### config.mk
export PLATFORM = sky130hd
export DESIGN_NAME = sfm_mode_control
export DESIGN_NICKNAME = d
export VERILOG_FILES = /design/src/core/sfm_pkg.sv /design/src/core/sfm_pin_sync.sv /design/src/core/sfm_mode_control.sv
export SDC_FILE = /design/constraint.sdc
export NUM_CORES = 1
export LEC_CHECK = 0
export BUFFER_PORTS_ARGS = -buffer_cell sky130_fd_sc_hd__buf_2
export CAP_MARGIN = 25
export CORE_UTILIZATION = 50
export DETAILED_ROUTE_END_ITERATION = 8
export GPL_TIMING_DRIVEN = 0
export PLACE_DENSITY = 0.69
export REMOVE_ABC_BUFFERS = 1
export SETUP_SLACK_MARGIN = 0.15
export SYNTH_ARGS = -nofsm -noshare
export SYNTH_HDL_FRONTEND = slang
export SYNTH_HIERARCHICAL = 1
export SYNTH_SLANG_ARGS = --single-unit
### constraint.sdc
create_clock -name mclk -period 10.27 [get_ports mclk]
set_input_delay 2.5675 -clock mclk [delete_from_list [all_inputs] [get_ports mclk]]
set_output_delay 2.5675 -clock mclk [all_outputs]
set_load 0.005 [all_outputs]
### src/core/sfm_pkg.sv
package sfm_pkg;

  // Command codes
  localparam logic [7:0] CMD_RDSR1 = 8'h05;
  localparam logic [7:0] CMD_RDSR2 = 8'h35;
  localparam logic [7:0] CMD_WRSR = 8'h01;
  localparam logic [7:0] CMD_WREN = 8'h06;
  localparam logic [7:0] CMD_RDCFG = 8'h65;
  localparam logic [7:0] CMD_WRCFG = 8'h71;
  localparam logic [7:0] CMD_EN4B = 8'hB7;
  localparam logic [7:0] CMD_RSTEN = 8'h66;
  localparam logic [7:0] CMD_RST = 8'h99;
  localparam logic [7:0] CMD_QREAD = 8'hEB;
  localparam logic [7:0] CMD_QREAD4 = 8'hEC;

  // Mode bits: upper nibble that keeps continuous read
  localparam logic [3:0] XIP_NIBBLE = 4'hA;
  // Clocks of all-ones on the four lines that force continuous read off
  localparam logic [3:0] XIP_EXIT_CLOCKS = 4'h8;

  localparam logic [31:0] CFG_ADDR = 32'h0080_0003;
  localparam int QCM_BIT = 6;
  localparam int QE_BIT = 1;
  localparam logic [7:0] CFG_RESET = 8'h00;

  // Phase lengths in bits
  localparam logic [5:0] LEN_BYTE = 6'h08;
  localparam logic [5:0] LEN_WRSR = 6'h10;
  localparam logic [5:0] LEN_ADDR3 = 6'h18;
  localparam logic [5:0] LEN_ADDR4 = 6'h20;

  typedef struct packed {
    logic csN;
    logic sck;
    logic [3:0] dq;
  } sfm_pins_t;

  typedef struct packed {
    logic xip;
    logic qpi;
    logic addr4;
    logic qe;
    logic wel;
  } sfm_mode_t;

  typedef enum logic [2:0] {
    ST_CMD = 3'b000,
    ST_ADDR = 3'b001,
    ST_MODE = 3'b010,
    ST_WRITE = 3'b011,
    ST_READ = 3'b100,
    ST_IGNORE = 3'b101
  } sfm_state_t;

  typedef enum logic [1:0] {
    OP_WRSR = 2'b00,
    OP_WRCFG = 2'b01,
    OP_RDCFG = 2'b10,
    OP_QREAD = 2'b11
  } sfm_op_t;

endpackage : sfm_pkg

### src/core/sfm_pin_sync.sv
`timescale 1ns/100ps
module sfm_pin_sync (
  input wire logic mclk,
  input wire logic rst,
  input wire sfm_pkg::sfm_pins_t pins,
  output sfm_pkg::sfm_pins_t pinsS,
  output logic sckRise,
  output logic sckFall,
  output logic csFall,
  output logic csRise
);

  localparam sfm_pkg::sfm_pins_t IDLE = '{csN: 1'b1, sck: 1'b0, dq: 4'h0};

  sfm_pkg::sfm_pins_t meta_q;
  sfm_pkg::sfm_pins_t sync_q;
  sfm_pkg::sfm_pins_t last_q;

  // First stage feeds only the second; edges come from stages two and three
  always_ff @(posedge mclk) begin
    if (rst) begin
      meta_q <= IDLE;
      sync_q <= IDLE;
      last_q <= IDLE;
    end else begin
      meta_q <= pins;
      sync_q <= meta_q;
      last_q <= sync_q;
    end
  end

  assign pinsS = sync_q;
  assign sckRise = sync_q.sck & ~last_q.sck;
  assign sckFall = ~sync_q.sck & last_q.sck;
  assign csFall = ~sync_q.csN & last_q.csN;
  assign csRise = sync_q.csN & ~last_q.csN;

endmodule : sfm_pin_sync

### src/core/sfm_mode_control.sv
// What this block does
// - Command 05h returns the first status register.
// - Command 35h returns the second status register.
// - Write-status 01h with second byte bit 1 set sets quad enable.
// - Write-status with second byte bit 1 clear clears quad enable.
// - Mode bits Axh after address enter continuous quad read.
// - Mode bits not Axh leave continuous read when the read ends.
// - Eight clocks of Fh on four lines force continuous read off.
// - Config bit 6 at 800003h enables quad command mode, volatile only.
// - Read 65h, clear bit 6, write 71h at 800003h leaves quad mode.
// - Software reset pair also returns to single-line command mode.
// - Command B7h selects four-byte addressing, no write enable needed.
// - Dedicated commands take four address bytes; continuous frames after them use the current addressing width.
// - Hardware reset, software reset or power cycle restore three-byte addressing.
// - Software reset happens only after 66h immediately followed by 99h.
// - Reset pair accepted on the line width of the current mode.
// - First status register mixes volatile and non-volatile bits.
// - Status writes need a preceding 06h write enable, else ignored.
`timescale 1ns/100ps
module sfm_mode_control (
  input wire logic mclk,
  input wire logic rst,
  input wire sfm_pkg::sfm_pins_t pins,
  input wire logic [7:0] sr1NvInit,
  input wire logic [7:0] sr2NvInit,
  input wire logic busy,
  output logic [3:0] dqOut,
  output logic [3:0] dqOe,
  output sfm_pkg::sfm_mode_t modeState,
  output logic [7:0] sr1Bits,
  output logic [7:0] sr2Bits,
  output logic [7:0] cfgBits,
  output logic readReq,
  output logic [31:0] readAddr
);

  sfm_pkg::sfm_pins_t pinsS;
  logic sckRise;
  logic sckFall;
  logic csFall;
  logic csRise;

  sfm_pin_sync u_sync (
    .mclk(mclk),
    .rst(rst),
    .pins(pins),
    .pinsS(pinsS),
    .sckRise(sckRise),
    .sckFall(sckFall),
    .csFall(csFall),
    .csRise(csRise)
  );

  function automatic logic [5:0] addrLen(input logic four);
    addrLen = four ? sfm_pkg::LEN_ADDR4 : sfm_pkg::LEN_ADDR3;
  endfunction : addrLen

  function automatic logic [5:0] laneStep(input logic quad);
    laneStep = quad ? 6'h04 : 6'h01;
  endfunction : laneStep

  sfm_pkg::sfm_state_t state_q, state_d;
  sfm_pkg::sfm_op_t op_q, op_d;
  logic [31:0] inSr_q, inSr_d;
  logic [5:0] bitCnt_q, bitCnt_d;
  logic [5:0] need_q, need_d;
  logic quadPh_q, quadPh_d;
  logic [3:0] clkCnt_q, clkCnt_d;
  logic allOnes_q, allOnes_d;
  logic [31:0] addr_q, addr_d;
  logic [7:0] outSr_q, outSr_d;
  logic [7:0] rdByte_q, rdByte_d;
  logic [2:0] outCnt_q, outCnt_d;
  logic [3:0] dqOut_q, dqOut_d;
  logic [3:0] dqOe_q, dqOe_d;
  logic xip_q, xip_d;
  logic keepXip_q, keepXip_d;
  logic addr4_q, addr4_d;
  logic wel_q, wel_d;
  logic rstArm_q, rstArm_d;
  logic [7:2] sr1Nv_q, sr1Nv_d;
  logic [7:0] sr2_q, sr2_d;
  logic [7:0] cfg_q, cfg_d;
  logic readReq_q, readReq_d;
  logic [31:0] readAddr_q, readAddr_d;
  logic [7:0] sr1;
  logic qpi;
  logic phaseDone;
  logic [5:0] cntNext;
  logic [31:0] shifted;

  assign qpi = cfg_q[sfm_pkg::QCM_BIT];
  assign sr1 = {sr1Nv_q, wel_q, busy};
  assign cntNext = bitCnt_q + laneStep(quadPh_q);
  assign shifted = quadPh_q ? {inSr_q[27:0], pinsS.dq} : {inSr_q[30:0], pinsS.dq[0]};
  assign phaseDone = ~pinsS.csN && sckRise && cntNext == need_q
    && state_q != sfm_pkg::ST_READ && state_q != sfm_pkg::ST_IGNORE;

  always_comb begin
    state_d = state_q;
    op_d = op_q;
    inSr_d = inSr_q;
    bitCnt_d = bitCnt_q;
    need_d = need_q;
    quadPh_d = quadPh_q;
    clkCnt_d = clkCnt_q;
    allOnes_d = allOnes_q;
    addr_d = addr_q;
    outSr_d = outSr_q;
    rdByte_d = rdByte_q;
    outCnt_d = outCnt_q;
    dqOut_d = dqOut_q;
    dqOe_d = dqOe_q;
    xip_d = xip_q;
    keepXip_d = keepXip_q;
    addr4_d = addr4_q;
    wel_d = wel_q;
    rstArm_d = rstArm_q;
    sr1Nv_d = sr1Nv_q;
    sr2_d = sr2_q;
    cfg_d = cfg_q;
    readReq_d = 1'b0;
    readAddr_d = readAddr_q;
    if (csFall) begin
      bitCnt_d = 6'h00;
      inSr_d = 32'h0;
      clkCnt_d = 4'h0;
      allOnes_d = 1'b1;
      keepXip_d = xip_q;
      if (xip_q) begin
        // No command byte: the transfer opens straight with the address
        state_d = sfm_pkg::ST_ADDR;
        op_d = sfm_pkg::OP_QREAD;
        need_d = addrLen(addr4_q);
        quadPh_d = 1'b1;
      end else begin
        state_d = sfm_pkg::ST_CMD;
        need_d = sfm_pkg::LEN_BYTE;
        quadPh_d = qpi;
      end
    end else if (csRise) begin
      state_d = sfm_pkg::ST_IGNORE;
      dqOe_d = 4'h0;
      xip_d = keepXip_q;
    end else if (~pinsS.csN && sckFall && state_q == sfm_pkg::ST_READ) begin
      outCnt_d = outCnt_q + (qpi ? 3'h4 : 3'h1);
      if (qpi) begin
        dqOut_d = outSr_q[7:4];
        dqOe_d = 4'hF;
        outSr_d = {outSr_q[3:0], 4'h0};
      end else begin
        dqOut_d = {2'b00, outSr_q[7], 1'b0};
        dqOe_d = 4'h2;
        outSr_d = {outSr_q[6:0], 1'b0};
      end
      // Repeats the byte for as long as the host keeps clocking
      if (outCnt_d == 3'h0) begin
        outSr_d = rdByte_q;
      end
    end else if (~pinsS.csN && sckRise && state_q != sfm_pkg::ST_READ
                 && state_q != sfm_pkg::ST_IGNORE) begin
      inSr_d = shifted;
      bitCnt_d = cntNext;
      if (xip_q && clkCnt_q != sfm_pkg::XIP_EXIT_CLOCKS) begin
        clkCnt_d = clkCnt_q + 4'h1;
        allOnes_d = allOnes_q & (&pinsS.dq);
        if (clkCnt_d == sfm_pkg::XIP_EXIT_CLOCKS && allOnes_d) begin
          xip_d = 1'b0;
          keepXip_d = 1'b0;
          state_d = sfm_pkg::ST_IGNORE;
        end
      end
      if (phaseDone && state_d != sfm_pkg::ST_IGNORE) begin
        bitCnt_d = 6'h00;
        inSr_d = 32'h0;
        case (state_q)
          sfm_pkg::ST_CMD: begin
            state_d = sfm_pkg::ST_IGNORE;
            rstArm_d = 1'b0;
            case (shifted[7:0])
              sfm_pkg::CMD_RDSR1: begin
                state_d = sfm_pkg::ST_READ;
                outSr_d = sr1;
                rdByte_d = sr1;
                outCnt_d = 3'h0;
              end
              sfm_pkg::CMD_RDSR2: begin
                state_d = sfm_pkg::ST_READ;
                outSr_d = sr2_q;
                rdByte_d = sr2_q;
                outCnt_d = 3'h0;
              end
              sfm_pkg::CMD_WREN: wel_d = 1'b1;
              sfm_pkg::CMD_WRSR: begin
                if (wel_q) begin
                  state_d = sfm_pkg::ST_WRITE;
                  op_d = sfm_pkg::OP_WRSR;
                  need_d = sfm_pkg::LEN_WRSR;
                end
              end
              sfm_pkg::CMD_RDCFG, sfm_pkg::CMD_WRCFG: begin
                state_d = sfm_pkg::ST_ADDR;
                op_d = shifted[7:0] == sfm_pkg::CMD_RDCFG ? sfm_pkg::OP_RDCFG
                                                          : sfm_pkg::OP_WRCFG;
                need_d = addrLen(addr4_q);
              end
              sfm_pkg::CMD_EN4B: addr4_d = 1'b1;
              sfm_pkg::CMD_RSTEN: rstArm_d = 1'b1;
              sfm_pkg::CMD_RST: begin
                if (rstArm_q) begin
                  addr4_d = 1'b0;
                  cfg_d = sfm_pkg::CFG_RESET;
                  wel_d = 1'b0;
                  xip_d = 1'b0;
                  keepXip_d = 1'b0;
                end
              end
              sfm_pkg::CMD_QREAD, sfm_pkg::CMD_QREAD4: begin
                // Array read is not served unless quad enable is set
                if (sr2_q[sfm_pkg::QE_BIT]) begin
                  state_d = sfm_pkg::ST_ADDR;
                  op_d = sfm_pkg::OP_QREAD;
                  quadPh_d = 1'b1;
                  need_d = addrLen(addr4_q || shifted[7:0] == sfm_pkg::CMD_QREAD4);
                end
              end
              default: state_d = sfm_pkg::ST_IGNORE;
            endcase
          end
          sfm_pkg::ST_ADDR: begin
            addr_d = shifted;
            state_d = sfm_pkg::ST_IGNORE;
            if (op_q == sfm_pkg::OP_QREAD) begin
              state_d = sfm_pkg::ST_MODE;
              need_d = sfm_pkg::LEN_BYTE;
            end else if (shifted == sfm_pkg::CFG_ADDR && op_q == sfm_pkg::OP_RDCFG) begin
              state_d = sfm_pkg::ST_READ;
              outSr_d = cfg_q;
              rdByte_d = cfg_q;
              outCnt_d = 3'h0;
            end else if (shifted == sfm_pkg::CFG_ADDR) begin
              state_d = sfm_pkg::ST_WRITE;
              need_d = sfm_pkg::LEN_BYTE;
            end
          end
          sfm_pkg::ST_MODE: begin
            state_d = sfm_pkg::ST_IGNORE;
            keepXip_d = shifted[7:4] == sfm_pkg::XIP_NIBBLE && sr2_q[sfm_pkg::QE_BIT];
            readReq_d = 1'b1;
            readAddr_d = addr_q;
          end
          sfm_pkg::ST_WRITE: begin
            state_d = sfm_pkg::ST_IGNORE;
            if (op_q == sfm_pkg::OP_WRSR) begin
              wel_d = 1'b0;
              sr1Nv_d = shifted[15:10];
              sr2_d = shifted[7:0];
            end else begin
              cfg_d = shifted[7:0];
            end
          end
          default: state_d = sfm_pkg::ST_IGNORE;
        endcase
      end
    end
  end

  always_ff @(posedge mclk) begin
    if (rst) begin
      state_q <= sfm_pkg::ST_IGNORE;
      op_q <= sfm_pkg::OP_WRSR;
      inSr_q <= 32'h0;
      bitCnt_q <= 6'h00;
      need_q <= sfm_pkg::LEN_BYTE;
      quadPh_q <= 1'b0;
      clkCnt_q <= 4'h0;
      allOnes_q <= 1'b0;
      addr_q <= 32'h0;
      outSr_q <= 8'h00;
      rdByte_q <= 8'h00;
      outCnt_q <= 3'h0;
      dqOut_q <= 4'h0;
      dqOe_q <= 4'h0;
      xip_q <= 1'b0;
      keepXip_q <= 1'b0;
      addr4_q <= 1'b0;
      wel_q <= 1'b0;
      rstArm_q <= 1'b0;
      sr1Nv_q <= sr1NvInit[7:2];
      sr2_q <= sr2NvInit;
      cfg_q <= sfm_pkg::CFG_RESET;
      readReq_q <= 1'b0;
      readAddr_q <= 32'h0;
    end else begin
      state_q <= state_d;
      op_q <= op_d;
      inSr_q <= inSr_d;
      bitCnt_q <= bitCnt_d;
      need_q <= need_d;
      quadPh_q <= quadPh_d;
      clkCnt_q <= clkCnt_d;
      allOnes_q <= allOnes_d;
      addr_q <= addr_d;
      outSr_q <= outSr_d;
      rdByte_q <= rdByte_d;
      outCnt_q <= outCnt_d;
      dqOut_q <= dqOut_d;
      dqOe_q <= dqOe_d;
      xip_q <= xip_d;
      keepXip_q <= keepXip_d;
      addr4_q <= addr4_d;
      wel_q <= wel_d;
      rstArm_q <= rstArm_d;
      sr1Nv_q <= sr1Nv_d;
      sr2_q <= sr2_d;
      cfg_q <= cfg_d;
      readReq_q <= readReq_d;
      readAddr_q <= readAddr_d;
    end
  end

  assign dqOut = dqOut_q;
  assign dqOe = dqOe_q;
  assign modeState = '{xip: xip_q, qpi: qpi, addr4: addr4_q, qe: sr2_q[sfm_pkg::QE_BIT],
                       wel: wel_q};
  assign sr1Bits = sr1;
  assign sr2Bits = sr2_q;
  assign cfgBits = cfg_q;
  assign readReq = readReq_q;
  assign readAddr = readAddr_q;

  logic cmdDone;
  assign cmdDone = phaseDone && state_q == sfm_pkg::ST_CMD;
endmodule : sfm_mode_control

==> flow_metrics.py <==
metrics = {
    "yosys": {
        "yosys_warnings": 6,
        "yosys_most_used_dff": "dfxtp_1",
        "synth_cell_types": 76,
        "synth_area_leader_cell": "dfxtp_1",
        "async_flop_share_pct": 0,
        "synthXorXnorAreaFrac_pct": 0.882,
        "synth_area_mm2": 0.00893,
        "synth-compound-area-share_pct": 15.6,
        "synth-adder-area-share_pct": 0.980,
        "synthMuxAreaShare_pct": 11.7,
        "syn_inst": 1043,
        "seq_area_frac_synth_pct": 42.3,
        "synth.area.top_cells": "dfxtp_1, mux2i_1, nand2_1",
        "synth-edff-count": 14,
        "synth_simple_gate_area_share_pct": 23.1,
        "netlist.area_leader.share_pct": 37.6,
        "synth_top_family_by_area": "simple AND/OR/NAND/NOR gates",
        "synth-seq-cells": 182,
        "avgSynthCellArea_um2": 8.57,
    },
    "floorplanning": {
        "fp.coreArea_mm2": 0.0174,
        "dieArea_mm2": 0.0184,
        "num_rows": 48,
        "die_w_um": 136,
        "initial_core_util_pct": 51.5,
        "dieHeight_um": 136,
        "pin_count": 95,
    },
    "timing": {
        "period_share_pct": 52.1,
        "hold_violations": 0,
        "worstMarginPinSlew_ns": 1.03,
        "final_max_slew_viol_count": 0,
        "setup_viol": 0,
        "timing.setup.tns_ns": 0,
        "whs_ns": 0.402,
        "max_freq_ghz": 0.187,
        "fin_worst_skew_ns": 0.0128,
        "rsz0062_at_grt": "false",
        "slew_headroom_pct": 30.7,
        "period_needed_ns": 5.35,
    },
    "finish": {
        "final_cell_mix": "dfxtp_1, nand2_1, nor2_1",
        "area.sequential_mm2": 0.00378,
        "syn2layout_area_growth_pct": 12.9,
        "multi_input_area_mm2": 0.00470,
        "final_common_cell": "dfxtp_1",
        "insertedDiodeCount": 0,
        "post_route_cells_drive_above_1_share_pct": 18.5,
        "finalNonFillerCells": 1319,
        "fin_nets": 1113,
        "final.fill_count": 1603,
    },
    "setup_path": {
        "slowest_delay_ns": 0.11,
        "r2r_end": "addr_q[26]",
        "crit_buf_inv": 2,
        "rrSetupSlack_ns": 5.54,
        "r2r-start": "quadPh_q",
        "crit_path_start_kind": "primary input",
        "path_cells": "buf_2 > buf_2",
        "worstSetupEndpointType": "output port",
        "critPathSlowestCell": "buf_2",
        "critPathArrivalTime_ns": 2.78,
        "crit_path_frequent_cell": "buf_2",
        "cp_max_fo": 2,
        "cp_top_family": "buffers and inverters",
        "critical_path_class": "in -> out",
        "required_ns": 7.70,
        "r2r_cells": 14,
    },
    "clock_tree": {
        "clock-sinks": 182,
        "post_cts_resized": 0,
        "cts.clk_slew.worst_paths_ns": 0.07,
        "numCtsBuffers": 17,
        "postCtsSetupBuffers": 0,
        "cts_tree": "yes",
        "clk_path_buf_depth": 2,
        "ctsHoldBuffers": 0,
        "root_buffer": "clkbuf_16",
        "clk_latency_ns": 0.45,
        "htree_levels": 4,
    },
    "min_path": {
        "min_path_cells": 1,
        "min-delay-start": "u_sync/meta_q[5]",
        "hold_path.class": "reg -> reg",
        "hold_end": "u_sync/pinsS[5]",
    },
    "outcome": {
        "status": "finished, final reports clean",
    },
    "power": {
        "irDropWorstVdd_mv": 0.109,
        "power_density_mw_per_mm2": 143,
        "p_leak_nw": 3.59,
    },
    "global_routing": {
        "grt_usage_pct": 25.3,
        "antenna_found_initial": 0,
        "overflow": 0,
        "grt_pass1_vias": 6919,
        "grt_max_degree": 68,
        "grt_pass1_wl_mm": 36.7,
    },
    "placement": {
        "dpl.hpwl_mm": 15.5,
        "gp_congestion": 0.860,
        "dp.cells": 1287,
        "port_buffers": 92,
    },
    "flow_run": {
        "maxCapViolCount": 0,
    },
    "route": {
        "first_iter_violations": 521,
        "via_per_inst": 5.87,
        "drc": 0,
        "wire_per_inst_um": 17.1,
        "num_vias": 7737,
        "finalWirelength_mm": 22.6,
        "ant_nets": 0,
        "dr.pass1.iters": 5,
    },
}
## cells in the mapped netlist, types with 7 or more instances
master,count
nor3b_1,8
nor2b_1,15
inv_1,20
mux2_2,38
nand2_1,136
nor2_1,113
buf_1,8
nor3_1,20
dfxtp_1,168
a31oi_1,10
nand3_1,42
buf_4,9
buf_2,10
clkbuf_1,54
o21ai_0,16
or3_1,7
a211oi_1,33
nand4_1,7
ha_1,7
mux2i_1,62
or2_2,7
edfxtp_1,14
nand2b_1,10
a21oi_1,96
and3_1,7
nor4_1,12
## stage by stage
| step | util (%) | power, W | setup slack [ns] | area [um2] |
|---|---|---|---|---|
| floorplan | - | 0.000783 | 2.93 | 8540 |
| global placement | 53.5 | 0.000812 | 0.296 | 9280 |
| detailed placement | 54.8 | 0.000815 | 4.92 | 9510 |
| CTS | 58.1 | 0.00146 | 4.92 | 10100 |
| global route | 58.1 | 0.00150 | 4.91 | 10100 |
| finish | 58.1 | 0.00145 | 4.92 | 10100 |
## area by class of cell
| class | instances | share of cell area [%] |
|---|---|---|
| clock inverter | 14 | 1.55 |
| multi-input combinational | 755 | 46.6 |
| inverter | 21 | 0.781 |
| clock buffer | 18 | 4.25 |
| sequential | 182 | 37.5 |
| timing repair buffer | 104 | 6.51 |
| tap | 225 | 2.79 |
## sequential cells by signal, summed over array words and instances, names as in the netlist, 3 cells and up
register	flops
outCnt_q	3
rdByte_q	8
cfgBits	8
outSr_q	8
u_sync/pinsS	6
sr2Bits	8
clkCnt_q	4
dqOut	4
inSr_q	31
need_q	3
u_sync/meta_q	6
readAddr	32
bitCnt_q	6
addr_q	32
state_q	3
sr1Nv_q	6
## routing by layer
layer / track usage, % / part of all wire [%] / vias to the layer above
met2: 40.1 / 46 / 240
li1: - / - / 3778
met4: 6.87 / 1.6 / 0
met3: 4.86 / 5.9 / 31
met5: 0 / 0 / -
met1: 35.0 / 47 / 3688
## power by group
group	switching [W]	total (W)	internal (W)
clock	0.000320	0.000647	0.000327
sequential	0.00000901	0.000731	0.000722
combinational	0.0000412	0.0000685	0.0000272
total	0.000370	0.00145	0.00108
## worst max-delay path by stage
| stage | from | endpoint | slack [ns] | cells past startpoint |
|---|---|---|---|---|
| final | busy | sr1Bits[0] | 4.92 | 2 |
| after global routing | busy | sr1Bits[0] | 4.91 | 2 |
| after CTS | busy | sr1Bits[0] | 4.92 | 2 |
| after detailed placement | busy | sr1Bits[0] | 4.92 | 2 |
| after global placement | quadPh_q | addr_q[23] | 0.30 | 9 |
| after floorplan | quadPh_q | addr_q[0] | 2.93 | 8 |
## cell families (layout without fill, tap and decap cells)
logic type                 after synthesis  after routing
and+or+nand+nor                        426            426
adders and majority gates                7              7
xor gates and xnor gates                 9              9
AOI/OAI and AO/OA                      213            213
buffers and inverters                  106            157
DFF                                    182            182
muxes                                  100            100
(Power assumes the default switching activity.)
